File: config.mk
export PLATFORM = sky130hd
export DESIGN_NAME = rfc_top
export DESIGN_NICKNAME = d
export VERILOG_FILES = /design/src/rfc_pkg.sv /design/src/rfc_rate_tick.sv /design/src/rfc_top.sv
export SDC_FILE = /design/constraint.sdc
export NUM_CORES = 1
export LEC_CHECK = 0
export BUFFER_PORTS_ARGS = -buffer_cell sky130_fd_sc_hd__clkbuf_2
export CELL_PAD_IN_SITES_DETAIL_PLACEMENT = 1
export CELL_PAD_IN_SITES_GLOBAL_PLACEMENT = 2
export CORE_MARGIN = 1
export CORE_UTILIZATION = 32
export DETAILED_ROUTE_END_ITERATION = 8
export PLACE_DENSITY = 0.79
export SLEW_MARGIN = 30
export SYNTH_ARGS = -nofsm -noshare
export SYNTH_HDL_FRONTEND = slang
export SYNTH_SLANG_ARGS = --single-unit
File: constraint.sdc
create_clock -name clock_i -period 2.85 [get_ports clock_i]
set_input_delay 0.4275 -clock clock_i [delete_from_list [all_inputs] [get_ports clock_i]]
set_output_delay 0.4275 -clock clock_i [all_outputs]
set_load 0.05 [all_outputs]
File: src/rfc_pkg.sv
// Purpose: constants for the rate and front-end control block
// Assumes: 8-bit registers, one aligned 32-bit apb word each
// Notes: printed offsets are register indexes, byte address is four times
package rfc_pkg;
  // ****************************************
  // register indexes
  // ****************************************
  localparam logic [9:0] IDX_SYMBOL_TICK_HIGH_TX_ON_TIME = 10'h015;
  localparam logic [9:0] IDX_AMP_ON_TIME_LOW = 10'h016;
  localparam logic [9:0] IDX_AMP_ON_TIME_CTL = 10'h017;
  localparam logic [9:0] IDX_TX_ON_TIME_CTL = 10'h018;
  localparam logic [9:0] IDX_SOFT_RESET_CTL = 10'h02a;
  localparam logic [9:0] IDX_RF_STABILIZE_IFS_TIME = 10'h02e;
  localparam logic [9:0] IDX_BASEBAND_CTL_ZERO = 10'h038;
  localparam logic [9:0] IDX_BASEBAND_CTL_THREE = 10'h03b;
  localparam logic [9:0] IDX_BASEBAND_CTL_FOUR = 10'h03c;
  localparam logic [9:0] IDX_FRONTEND_PIN_SELECT = 10'h22f;
  localparam logic [9:0] IDX_RATE_STATUS = 10'h3f0;
  // ****************************************
  // fields and values
  // ****************************************
  localparam int HIGH_RATE_BIT = 0;
  localparam int BASEBAND_RESET_BIT = 1;
  localparam int MAC_RESET_BIT = 0;
  localparam int POWER_RESET_BIT = 2;
  localparam int PREVALID_LSB = 4;
  localparam int CARRIER_SENSE_THRESHOLD_LSB = 5;
  localparam logic [3:0] PREVALID_HIGH_RATE = 4'h3;
  localparam logic [2:0] CARRIER_SENSE_THRESHOLD_HIGH_RATE = 3'h2;
  localparam logic [2:0] PIN_SELECT_FRONTEND = 3'h7;
  localparam logic [7:0] MASK_SOFT_RESET = 8'h07;
  localparam logic [7:0] MASK_BASEBAND_ZERO = 8'h01;
  localparam logic [7:0] MASK_BASEBAND_THREE = 8'hfe;
  localparam logic [7:0] MASK_BASEBAND_FOUR = 8'hfc;
  localparam logic [7:0] MASK_AMP_CTL = 8'h1f;
  localparam logic [7:0] MASK_TX_CTL = 8'hbf;
  localparam logic [7:0] MASK_PIN_SELECT = 8'h1f;
  localparam logic [7:0] RESET_VALUE = 8'h00;
  // ****************************************
  // timing
  // ****************************************
  localparam int CLOCK_MHZ = 250;
  localparam int BASEBAND_RESET_NS = 20;
  localparam int BASEBAND_RESET_CYCLES = (BASEBAND_RESET_NS * CLOCK_MHZ + 999) / 1000;
  localparam int NORMAL_KBPS = 250;
  localparam int HIGH_KBPS = 625;
  localparam int NORMAL_BIT_CYCLES = CLOCK_MHZ * 1000 / NORMAL_KBPS;
  localparam int HIGH_BIT_CYCLES = CLOCK_MHZ * 1000 / HIGH_KBPS;
endpackage : rfc_pkg

File: src/rfc_rate_tick.sv
// Purpose: bit rate tick generator for normal and high rate
// Assumes: period change takes effect at once, the running count is compared with the new end
// Notes: none
`timescale 1ns/1ns
module rfc_rate_tick #(
  parameter int NORMAL_CYCLES = rfc_pkg::NORMAL_BIT_CYCLES,
  parameter int HIGH_CYCLES = rfc_pkg::HIGH_BIT_CYCLES
) (
  input wire logic clock_i,
  input wire logic rst_i,
  input wire logic enable_i,
  input wire logic clear_i,
  input wire logic high_rate_i,
  output logic tick_o
);
  logic [11:0] count_reg;
  logic [11:0] count_next;
  logic tick_next;
  logic [11:0] last;

  always_comb begin
    last = high_rate_i ? 12'(HIGH_CYCLES - 1) : 12'(NORMAL_CYCLES - 1);
    count_next = count_reg + 12'h001;
    tick_next = 1'b0;
    if (clear_i) begin
      count_next = 12'h000;
    end else if (count_reg >= last) begin
      count_next = 12'h000;
      tick_next = 1'b1;
    end
  end

  always_ff @(posedge clock_i or posedge rst_i) begin
    if (rst_i) begin
      count_reg <= 12'h000;
      tick_o <= 1'b0;
    end else if (enable_i) begin
      count_reg <= count_next;
      tick_o <= tick_next;
    end
  end
endmodule : rfc_rate_tick

File: src/rfc_top.sv
// Purpose: high rate mode and external front-end pin control
// Assumes: apb slave, rf state from the radio core as inputs
// Notes: registers are 8 bits in the low byte of each word
//
// Register access over APB was decided locally.
`timescale 1ns/1ns
module rfc_top (
  input wire logic clock_i,
  input wire logic rst_i,
  input wire logic clk_en_i,
  input wire logic psel_i,
  input wire logic penable_i,
  input wire logic pwrite_i,
  input wire logic [11:0] paddr_i,
  input wire logic [31:0] pwdata_i,
  output logic [31:0] prdata_o,
  output logic pready_o,
  output logic pslverr_o,
  input wire logic rf_tx_i,
  input wire logic rf_rx_i,
  input wire logic [2:0] gpio_out_i,
  input wire logic [2:0] gpio_oe_i,
  output logic [2:0] frontend_pin_o,
  output logic [2:0] frontend_pin_oe_o,
  output logic high_rate_o,
  output logic bit_tick_o,
  output logic baseband_reset_o,
  output logic mac_reset_o,
  output logic power_reset_o
);
  // ****************************************
  // register file
  // ****************************************
  logic [7:0] regs_reg [10];
  logic [7:0] regs_next [10];
  logic [7:0] masks [10];
  logic [9:0] idxs [10];
  logic [2:0] strobe_reg;
  logic [2:0] strobe_next;
  logic [31:0] rdata_next;
  logic ready_next;
  logic err_next;
  logic [9:0] widx;
  logic hit;
  logic access;
  logic [3:0] rst_cnt_reg;
  logic [3:0] rst_cnt_next;
  logic [2:0] pin_next;
  logic [2:0] oe_next;
  logic tick;

  assign idxs = '{rfc_pkg::IDX_SYMBOL_TICK_HIGH_TX_ON_TIME, rfc_pkg::IDX_AMP_ON_TIME_LOW,
                  rfc_pkg::IDX_AMP_ON_TIME_CTL, rfc_pkg::IDX_TX_ON_TIME_CTL,
                  rfc_pkg::IDX_SOFT_RESET_CTL, rfc_pkg::IDX_RF_STABILIZE_IFS_TIME,
                  rfc_pkg::IDX_BASEBAND_CTL_ZERO, rfc_pkg::IDX_BASEBAND_CTL_THREE,
                  rfc_pkg::IDX_BASEBAND_CTL_FOUR, rfc_pkg::IDX_FRONTEND_PIN_SELECT};
  assign masks = '{8'hff, 8'hff, rfc_pkg::MASK_AMP_CTL, rfc_pkg::MASK_TX_CTL,
                   8'h00, 8'hff, rfc_pkg::MASK_BASEBAND_ZERO, rfc_pkg::MASK_BASEBAND_THREE,
                   rfc_pkg::MASK_BASEBAND_FOUR, rfc_pkg::MASK_PIN_SELECT};

  // access phase answered in one cycle, pready pulses the cycle after
  assign access = psel_i && penable_i && !pready_o;
  assign widx = paddr_i[11:2];

  always_comb begin
    regs_next = regs_reg;
    rdata_next = 32'h0000_0000;
    ready_next = access;
    err_next = 1'b0;
    hit = 1'b0;
    strobe_next = 3'h0;
    if (access) begin
      for (int i = 0; i < 10; i++) begin
        if (widx == idxs[i]) begin
          hit = 1'b1;
          if (pwrite_i) begin
            regs_next[i] = pwdata_i[7:0] & masks[i];
          end else begin
            rdata_next = {24'h000000, regs_reg[i]};
          end
        end
      end
      if (widx == rfc_pkg::IDX_SOFT_RESET_CTL && pwrite_i) begin
        strobe_next = pwdata_i[2:0] & rfc_pkg::MASK_SOFT_RESET[2:0];
      end
      if (widx == rfc_pkg::IDX_RATE_STATUS) begin
        hit = 1'b1;
        rdata_next = {30'h0000_0000, (rst_cnt_reg != 4'h0), high_rate_o};
      end
      if (widx == rfc_pkg::IDX_SOFT_RESET_CTL && !pwrite_i) begin
        rdata_next = {29'h0000_0000, power_reset_o, baseband_reset_o, mac_reset_o};
      end
      err_next = !hit;
    end
  end

  // ****************************************
  // baseband reset pulse
  // ****************************************
  always_comb begin
    rst_cnt_next = rst_cnt_reg;
    if (strobe_reg[rfc_pkg::BASEBAND_RESET_BIT]) begin
      rst_cnt_next = 4'(rfc_pkg::BASEBAND_RESET_CYCLES);
    end else if (rst_cnt_reg != 4'h0) begin
      rst_cnt_next = rst_cnt_reg - 4'h1;
    end
  end

  // ****************************************
  // front-end pins
  // ****************************************
  always_comb begin
    pin_next = gpio_out_i;
    oe_next = gpio_oe_i;
    if (regs_reg[9][2:0] == rfc_pkg::PIN_SELECT_FRONTEND) begin
      oe_next = 3'h7;
      if (rf_tx_i) begin
        pin_next = 3'b011;
      end else begin
        pin_next = 3'b100;
      end
    end
  end

  always_ff @(posedge clock_i or posedge rst_i) begin
    if (rst_i) begin
      for (int i = 0; i < 10; i++) begin
        regs_reg[i] <= rfc_pkg::RESET_VALUE;
      end
      strobe_reg <= 3'h0;
      rst_cnt_reg <= 4'h0;
      prdata_o <= 32'h0000_0000;
      pready_o <= 1'b0;
      pslverr_o <= 1'b0;
      frontend_pin_o <= 3'h0;
      frontend_pin_oe_o <= 3'h0;
      high_rate_o <= 1'b0;
      baseband_reset_o <= 1'b0;
      mac_reset_o <= 1'b0;
      power_reset_o <= 1'b0;
    end else if (clk_en_i) begin
      regs_reg <= regs_next;
      strobe_reg <= strobe_next;
      rst_cnt_reg <= rst_cnt_next;
      prdata_o <= rdata_next;
      pready_o <= ready_next;
      pslverr_o <= err_next;
      frontend_pin_o <= pin_next;
      frontend_pin_oe_o <= oe_next;
      // rate changes only take effect through the baseband reset
      if (strobe_reg[rfc_pkg::BASEBAND_RESET_BIT]) begin
        high_rate_o <= regs_reg[6][rfc_pkg::HIGH_RATE_BIT];
      end
      baseband_reset_o <= (rst_cnt_next != 4'h0);
      mac_reset_o <= strobe_reg[rfc_pkg::MAC_RESET_BIT];
      power_reset_o <= strobe_reg[rfc_pkg::POWER_RESET_BIT];
    end
  end

  // ****************************************
  // bit rate
  // ****************************************
  rfc_rate_tick u_tick (
    .clock_i(clock_i),
    .rst_i(rst_i),
    .enable_i(clk_en_i),
    .clear_i(baseband_reset_o),
    .high_rate_i(high_rate_o),
    .tick_o(tick)
  );

  always_comb begin
    bit_tick_o = tick;
  end
endmodule : rfc_top

==> run metrics, run 1 <==
Root Driver=clkbuf_16; crit start category=flip-flop; Filler cells=1718; DR DRC count=0; async set-reset flop share out of synthesis=1.000; Yosys cell types=65; Slew Limit Fails=0; setup TNS=0 ps; cts hold-fix bufs=0; crit path capture type=flip-flop; worst rel slew slack=0.5894; period utilization=0.8983; layout cells sized above 1=0.3032; Initial Utilization=0.3293; family with the most delay on the worst path=compound AO/OA/AOI/OAI gates; Ant. Diodes=0; crit path max-delay cell type=a2111oi_2; Synthesis Warnings=0; pwr dens=549.0 mW/mm2; clock-pin slew on the worst setup and hold paths=70 ps; Buf/Inv on CP=1; most frequent CP cell=o21ai_0; Stages on worst setup path=8; Post-DP HPWL=10.20 mm; first-pass GRT wire length=22.10 mm; Synth Flop Type=dfrtp_1; Final Hold Fails=0; Crit Path Category=flip-flop to flip-flop; PortBufs=51; Hold Crit Class=primary input to asynchronous set/reset pin; largest net degree at the start of global routing=96; top cell type's share of synthesized area=0.4731; fin crit period=2560 ps; Ports=103; measured slew at the worst slew-check pin=609.5 ps; sequential element share of the synthesized area=0.4731; length in cells of the worst reg-to-reg path=8; fmax=0.3906 GHz; area grow syn2layout=16.66%; Reg2Reg Setup Slack=290 ps; final setup fails=0; Final Util=0.3842; die height=127.3 um; Synth area leaders=dfrtp_1, mux2_2, buf_4, nor2_1, a22oi_1; number of flip-flops in the largest register=55; FF+latch count, synth=95; later-pin clock latency in the skew report=350 ps; Die W=127.3 um; Leakage=0.002697 uW; Placer Congestion=0.8425; commonest non-fill, non-tap cell in the layout=dfrtp_1; core area=0.01526 mm2; dominant cell type by area after synthesis=dfrtp_1; number of setup buffers added after CTS=0; Peak supply drop=0.0003240 V; CTS sink count=95; clock buffer depth=2; Final Power=3218 uW; status=complete, no violations; DRT iter0 DRCs=212; cell row count=45; die area=0.01621 mm2; Data arrival, critical path=2820 ps; critical path fanouts, max=7; worst reg2reg path endpoint=u_tick.count_reg[3]$_DFFE_PP0P_; PostCTS Resize Cnt=0; Avg Inst Size Synth=10.90 um2; vias in the first global route=4039; Maximum Capacitance Violations=0; CTS tree=done; slowest stage delay, CP=460 ps; Syn Inst Count=461; RSZ-0062 raised after global routing=false; antenna violations before repair=0; TritonCTS buffer count=9; nets@finish=590; Routed Antenna Nets=0; total gr overflow=0; critical path, cell by cell=ha_1 -> a311o_1 -> a2111oi_2 -> o21ai_0 -> buf_4 -> o21ai_0 -> nand2_1 -> o31ai_1; vias per cell=5.142; H-tree depth=3; Syn Std Cell Area=0.005025 mm2; aggregate global-route resource usage=0.1789; via count=3815; Post-synth EDFFs=0; commonest cells after routing, fill and taps aside=dfrtp_1, mux2_2, clkbuf_2, nor2_1, conb_1; DRT Pass-1 Iters=4; Routed WL per cell=18.32 um; WL final=13.59 mm; Max Clock Skew=5.768 ps; worst r2r src=u_tick.count_reg[3]$_DFFE_PP0P_; Critical Path RT=3110 ps
==> where the power goes <==
part / internal, uW / total (uW) / switching [uW]
clock network: 766 / 1290 / 526
registers: 1390 / 1440 / 49.1
logic: 133 / 482 / 349
==> how the worst max path moves through the flow <==
stage | slack [ps] | end | start
after floorplan | 250 | u_tick.count_reg[3]$_DFFE_PP0P_ | high_rate_o$_DFFE_PP0P_
after global placement | 350 | regs_reg[38]$_DFFE_PP0P_ | clk_en_i
after detailed placement | 260 | regs_reg[39]$_DFFE_PP0P_ | clk_en_i
after CTS | 270 | u_tick.count_reg[3]$_DFFE_PP0P_ | u_tick.count_reg[3]$_DFFE_PP0P_
after global routing | 50 | u_tick.count_reg[2]$_DFFE_PP0P_ | u_tick.count_reg[3]$_DFFE_PP0P_
final | 290 | u_tick.count_reg[3]$_DFFE_PP0P_ | u_tick.count_reg[3]$_DFFE_PP0P_
==> area by class of cell <==
type / count / area [um2] / share of cell area
multi-input cells: 335 / 2425 / 0.4137
flip-flops and latches: 95 / 2377 / 0.4055
repair buffers: 73 / 432.9 / 0.07385
well taps: 211 / 264.0 / 0.04504
clock buffers: 10 / 229.0 / 0.03906
clock inverters: 6 / 85.08 / 0.01451
inverters: 12 / 48.80 / 0.008324
==> cell usage after synthesis (5+ instances only) <==
cell type and instances:
and3_1 9, ha_1 6, nor2_1 31, mux2_2 56, nor3_1 8, nor2b_1 8
o22ai_1 5, nand2_1 23, buf_4 25, o2bb2ai_1 5, nand3_1 13, clkbuf_1 10
o21ai_0 19, inv_1 11, a221oi_1 5, o211ai_1 5, a22oi_1 13, dfrtp_1 95
a21oi_1 18, a31oi_1 6
==> metal layers <==
| metal | up-vias | global-route usage | wire length [um] |
|---|---|---|---|
| met1 | 1947 | 0.2296 | 6235 |
| met4 | 0 | 0.04482 | 148 |
| li1 | 1800 | - | - |
| met2 | 58 | 0.3031 | 6740 |
| met5 | - | 0 | 0 |
| met3 | 10 | 0.04229 | 470 |
==> worst register-to-register path, cell delays in order, from the launching register on <==
cell	delay (ps)
dfrtp_1	450
ha_1	300
a311o_1	370
a2111oi_2	460
o21ai_0	330
buf_4	260
o21ai_0	170
nand2_1	80
o31ai_1	70
==> cell families after synthesis <==
group / Yosys count / share of synthesized area
simple gates: 136 / 0.1616
compound gates: 107 / 0.1514
flops: 95 / 0.4731
mux: 59 / 0.1315
buf+inv: 54 / 0.06150
fa+ha+maj: 6 / 0.01494
xor+xnor: 3 / 0.005230
other cells: 1 / 0.0007463
==> per-stage QoR <==
step	setup slack, ps	cell area (um2)	hold slack [ps]	cells
after floorplan	247.6	5115	454.9	484
after global placement	345.7	5548	474.6	726
after detailed placement	262.0	5548	482.6	726
after CTS	268.0	5862	235.7	742
after global routing	49.26	5862	257.8	742
final	289.9	5862	208.0	742
Power figures use the tool's default switching activity.
==> run 2, diff against run 1 <==
- PLACE_DENSITY: 0.79 -> 0.81
==> run 2 against run 1 <==
  * Worst setup slack better by 16 ps
  * Clock-buffer cell count stayed put
  * Routed wire length is 1.5% higher
  * Maximum frequency is 0.62% higher
  * Critical path depth unchanged
  * Hold slack got worse by 57 ps
  * Sequential power about the same
  * First-iteration DRC count is 18% lower
  * Clock skew increased by 4.6 ps
  * Clock power barely moved
  * Largest power group unchanged
==> run metrics, run 2 (synthesized netlist as in run 1, its figures left out) <==
Initial Utilization=0.3293; Routed Antenna Nets=0; vias per cell=5.172; Root Driver=clkbuf_16; crit path capture type=flip-flop; area grow syn2layout=16.53%; vias in the first global route=4110; measured slew at the worst slew-check pin=562.5 ps; final setup fails=0; total gr overflow=0; cts hold-fix bufs=0; Peak supply drop=0.0003678 V; DRT Pass-1 Iters=4; commonest non-fill, non-tap cell in the layout=dfrtp_1; DR DRC count=0; die height=127.3 um; worst reg2reg path endpoint=u_tick.count_reg[3]$_DFFE_PP0P_; Ports=103; Max Clock Skew=10.36 ps; period utilization=0.8927; Placer Congestion=0.8259; PortBufs=51; Reg2Reg Setup Slack=310 ps; first-pass GRT wire length=22.78 mm; Maximum Capacitance Violations=0; worst rel slew slack=0.6250; core area=0.01526 mm2; fmax=0.3930 GHz; clock-pin slew on the worst setup and hold paths=70 ps; Hold Crit Class=primary input to asynchronous set/reset pin; aggregate global-route resource usage=0.1846; Hold WS=151.5 ps; antenna violations before repair=0; commonest cells after routing, fill and taps aside=dfrtp_1, mux2_2, clkbuf_2, nor2_1, conb_1; layout cells sized above 1=0.3025; nets@finish=588; Final Hold Fails=0; Inst Count DP=724; via count=3827; Die W=127.3 um; H-tree depth=3; Crit Path Category=flip-flop to flip-flop; length in cells of the worst reg-to-reg path=8; DRT iter0 DRCs=173; CTS tree=done; fin crit period=2544 ps; clock buffer depth=2; Post-DP HPWL=10.23 mm; number of setup buffers added after CTS=0; Data arrival, critical path=2810 ps; crit start category=flip-flop; Leakage=0.002701 uW; cell row count=45; Ant. Diodes=0; WL final=13.80 mm; PostCTS Resize Cnt=0; TritonCTS buffer count=9; RSZ-0062 raised after global routing=false; Routed WL per cell=18.64 um; Slew Limit Fails=0; Critical Path RT=3110 ps; worst r2r src=u_tick.count_reg[3]$_DFFE_PP0P_; largest net degree at the start of global routing=96; die area=0.01621 mm2; Non-Filler Instances=740; setup TNS=0 ps; status=complete, no violations; number of flip-flops in the largest register=55; CTS sink count=95; later-pin clock latency in the skew report=350 ps; pwr dens=551.2 mW/mm2; critical path fanouts, max=8
-- run 2: cell count changes in the layout (fill, tap and decap cells not counted) --
cell,delta
buf_4,-2
clkinvlp_4,-2
clkinv_2,+1
clkinv_4,+1
clkbuf_1,-1
clkbuf_8,+1
-- run 2: metal layers --
layer | global-route usage | wire length [um]
met1 | 0.2337 | 6123
met3 | 0.04229 | 458
met5 | 0 | 0
met2 | 0.3134 | 7147
met4 | 0.05532 | 68
-- run 2: how the worst max path moves through the flow --
stage,endpoint,start
2_1_floorplan,u_tick.count_reg[3]$_DFFE_PP0P_,high_rate_o$_DFFE_PP0P_
3_3_place_gp,prdata_o[1]$_DFFE_PP0P_,paddr_i[11]
3_5_place_dp,prdata_o[1]$_DFFE_PP0P_,paddr_i[11]
4_1_cts,u_tick.count_reg[3]$_DFFE_PP0P_,u_tick.count_reg[3]$_DFFE_PP0P_
5_1_grt,u_tick.count_reg[3]$_DFFE_PP0P_,u_tick.count_reg[3]$_DFFE_PP0P_
6_report,u_tick.count_reg[3]$_DFFE_PP0P_,u_tick.count_reg[3]$_DFFE_PP0P_
-- run 2: power breakdown --
| part | switching (uW) | internal (uW) | leakage [uW] |
|---|---|---|---|
| clock | 506 | 789 | 0.000162 |
| sequential | 50.6 | 1390 | 0.00129 |
| combinational | 354 | 134 | 0.00125 |
-- run 2: critical path, stage by stage, from the launching register on --
cell and delay, ps:
dfrtp_1 450, ha_1 320, a311o_1 390, a2111oi_2 440, o21ai_0 290, buf_4 250
o21ai_0 180, nand2_1 80, o31ai_1 70
-- run 2: layout make-up --
type | count | area (um2)
Multi-Input combinational cell | 335 | 2425
Clock buffer | 10 | 239.0
Clock inverter | 6 | 83.83
Inverter | 12 | 48.80
Tap cell | 211 | 264.0
Sequential cell | 95 | 2377
Timing Repair Buffer | 71 | 417.9
Fill cell | 1692 | 9403
-- run 2: per-stage QoR --
| stage | util | power (uW) | instance area, um2 | setup WS [ps] |
|---|---|---|---|---|
| final | 0.3838 | 3228 | 5856 | 305.7 |
| after global routing | 0.3838 | 3391 | 5856 | 92.13 |
| after global placement | 0.3626 | 1937 | 5533 | 398.9 |
| after detailed placement | 0.3626 | 1961 | 5533 | 308.1 |
| after CTS | 0.3838 | 3286 | 5856 | 307.0 |
| after floorplan | - | 1833 | 5115 | 247.6 |
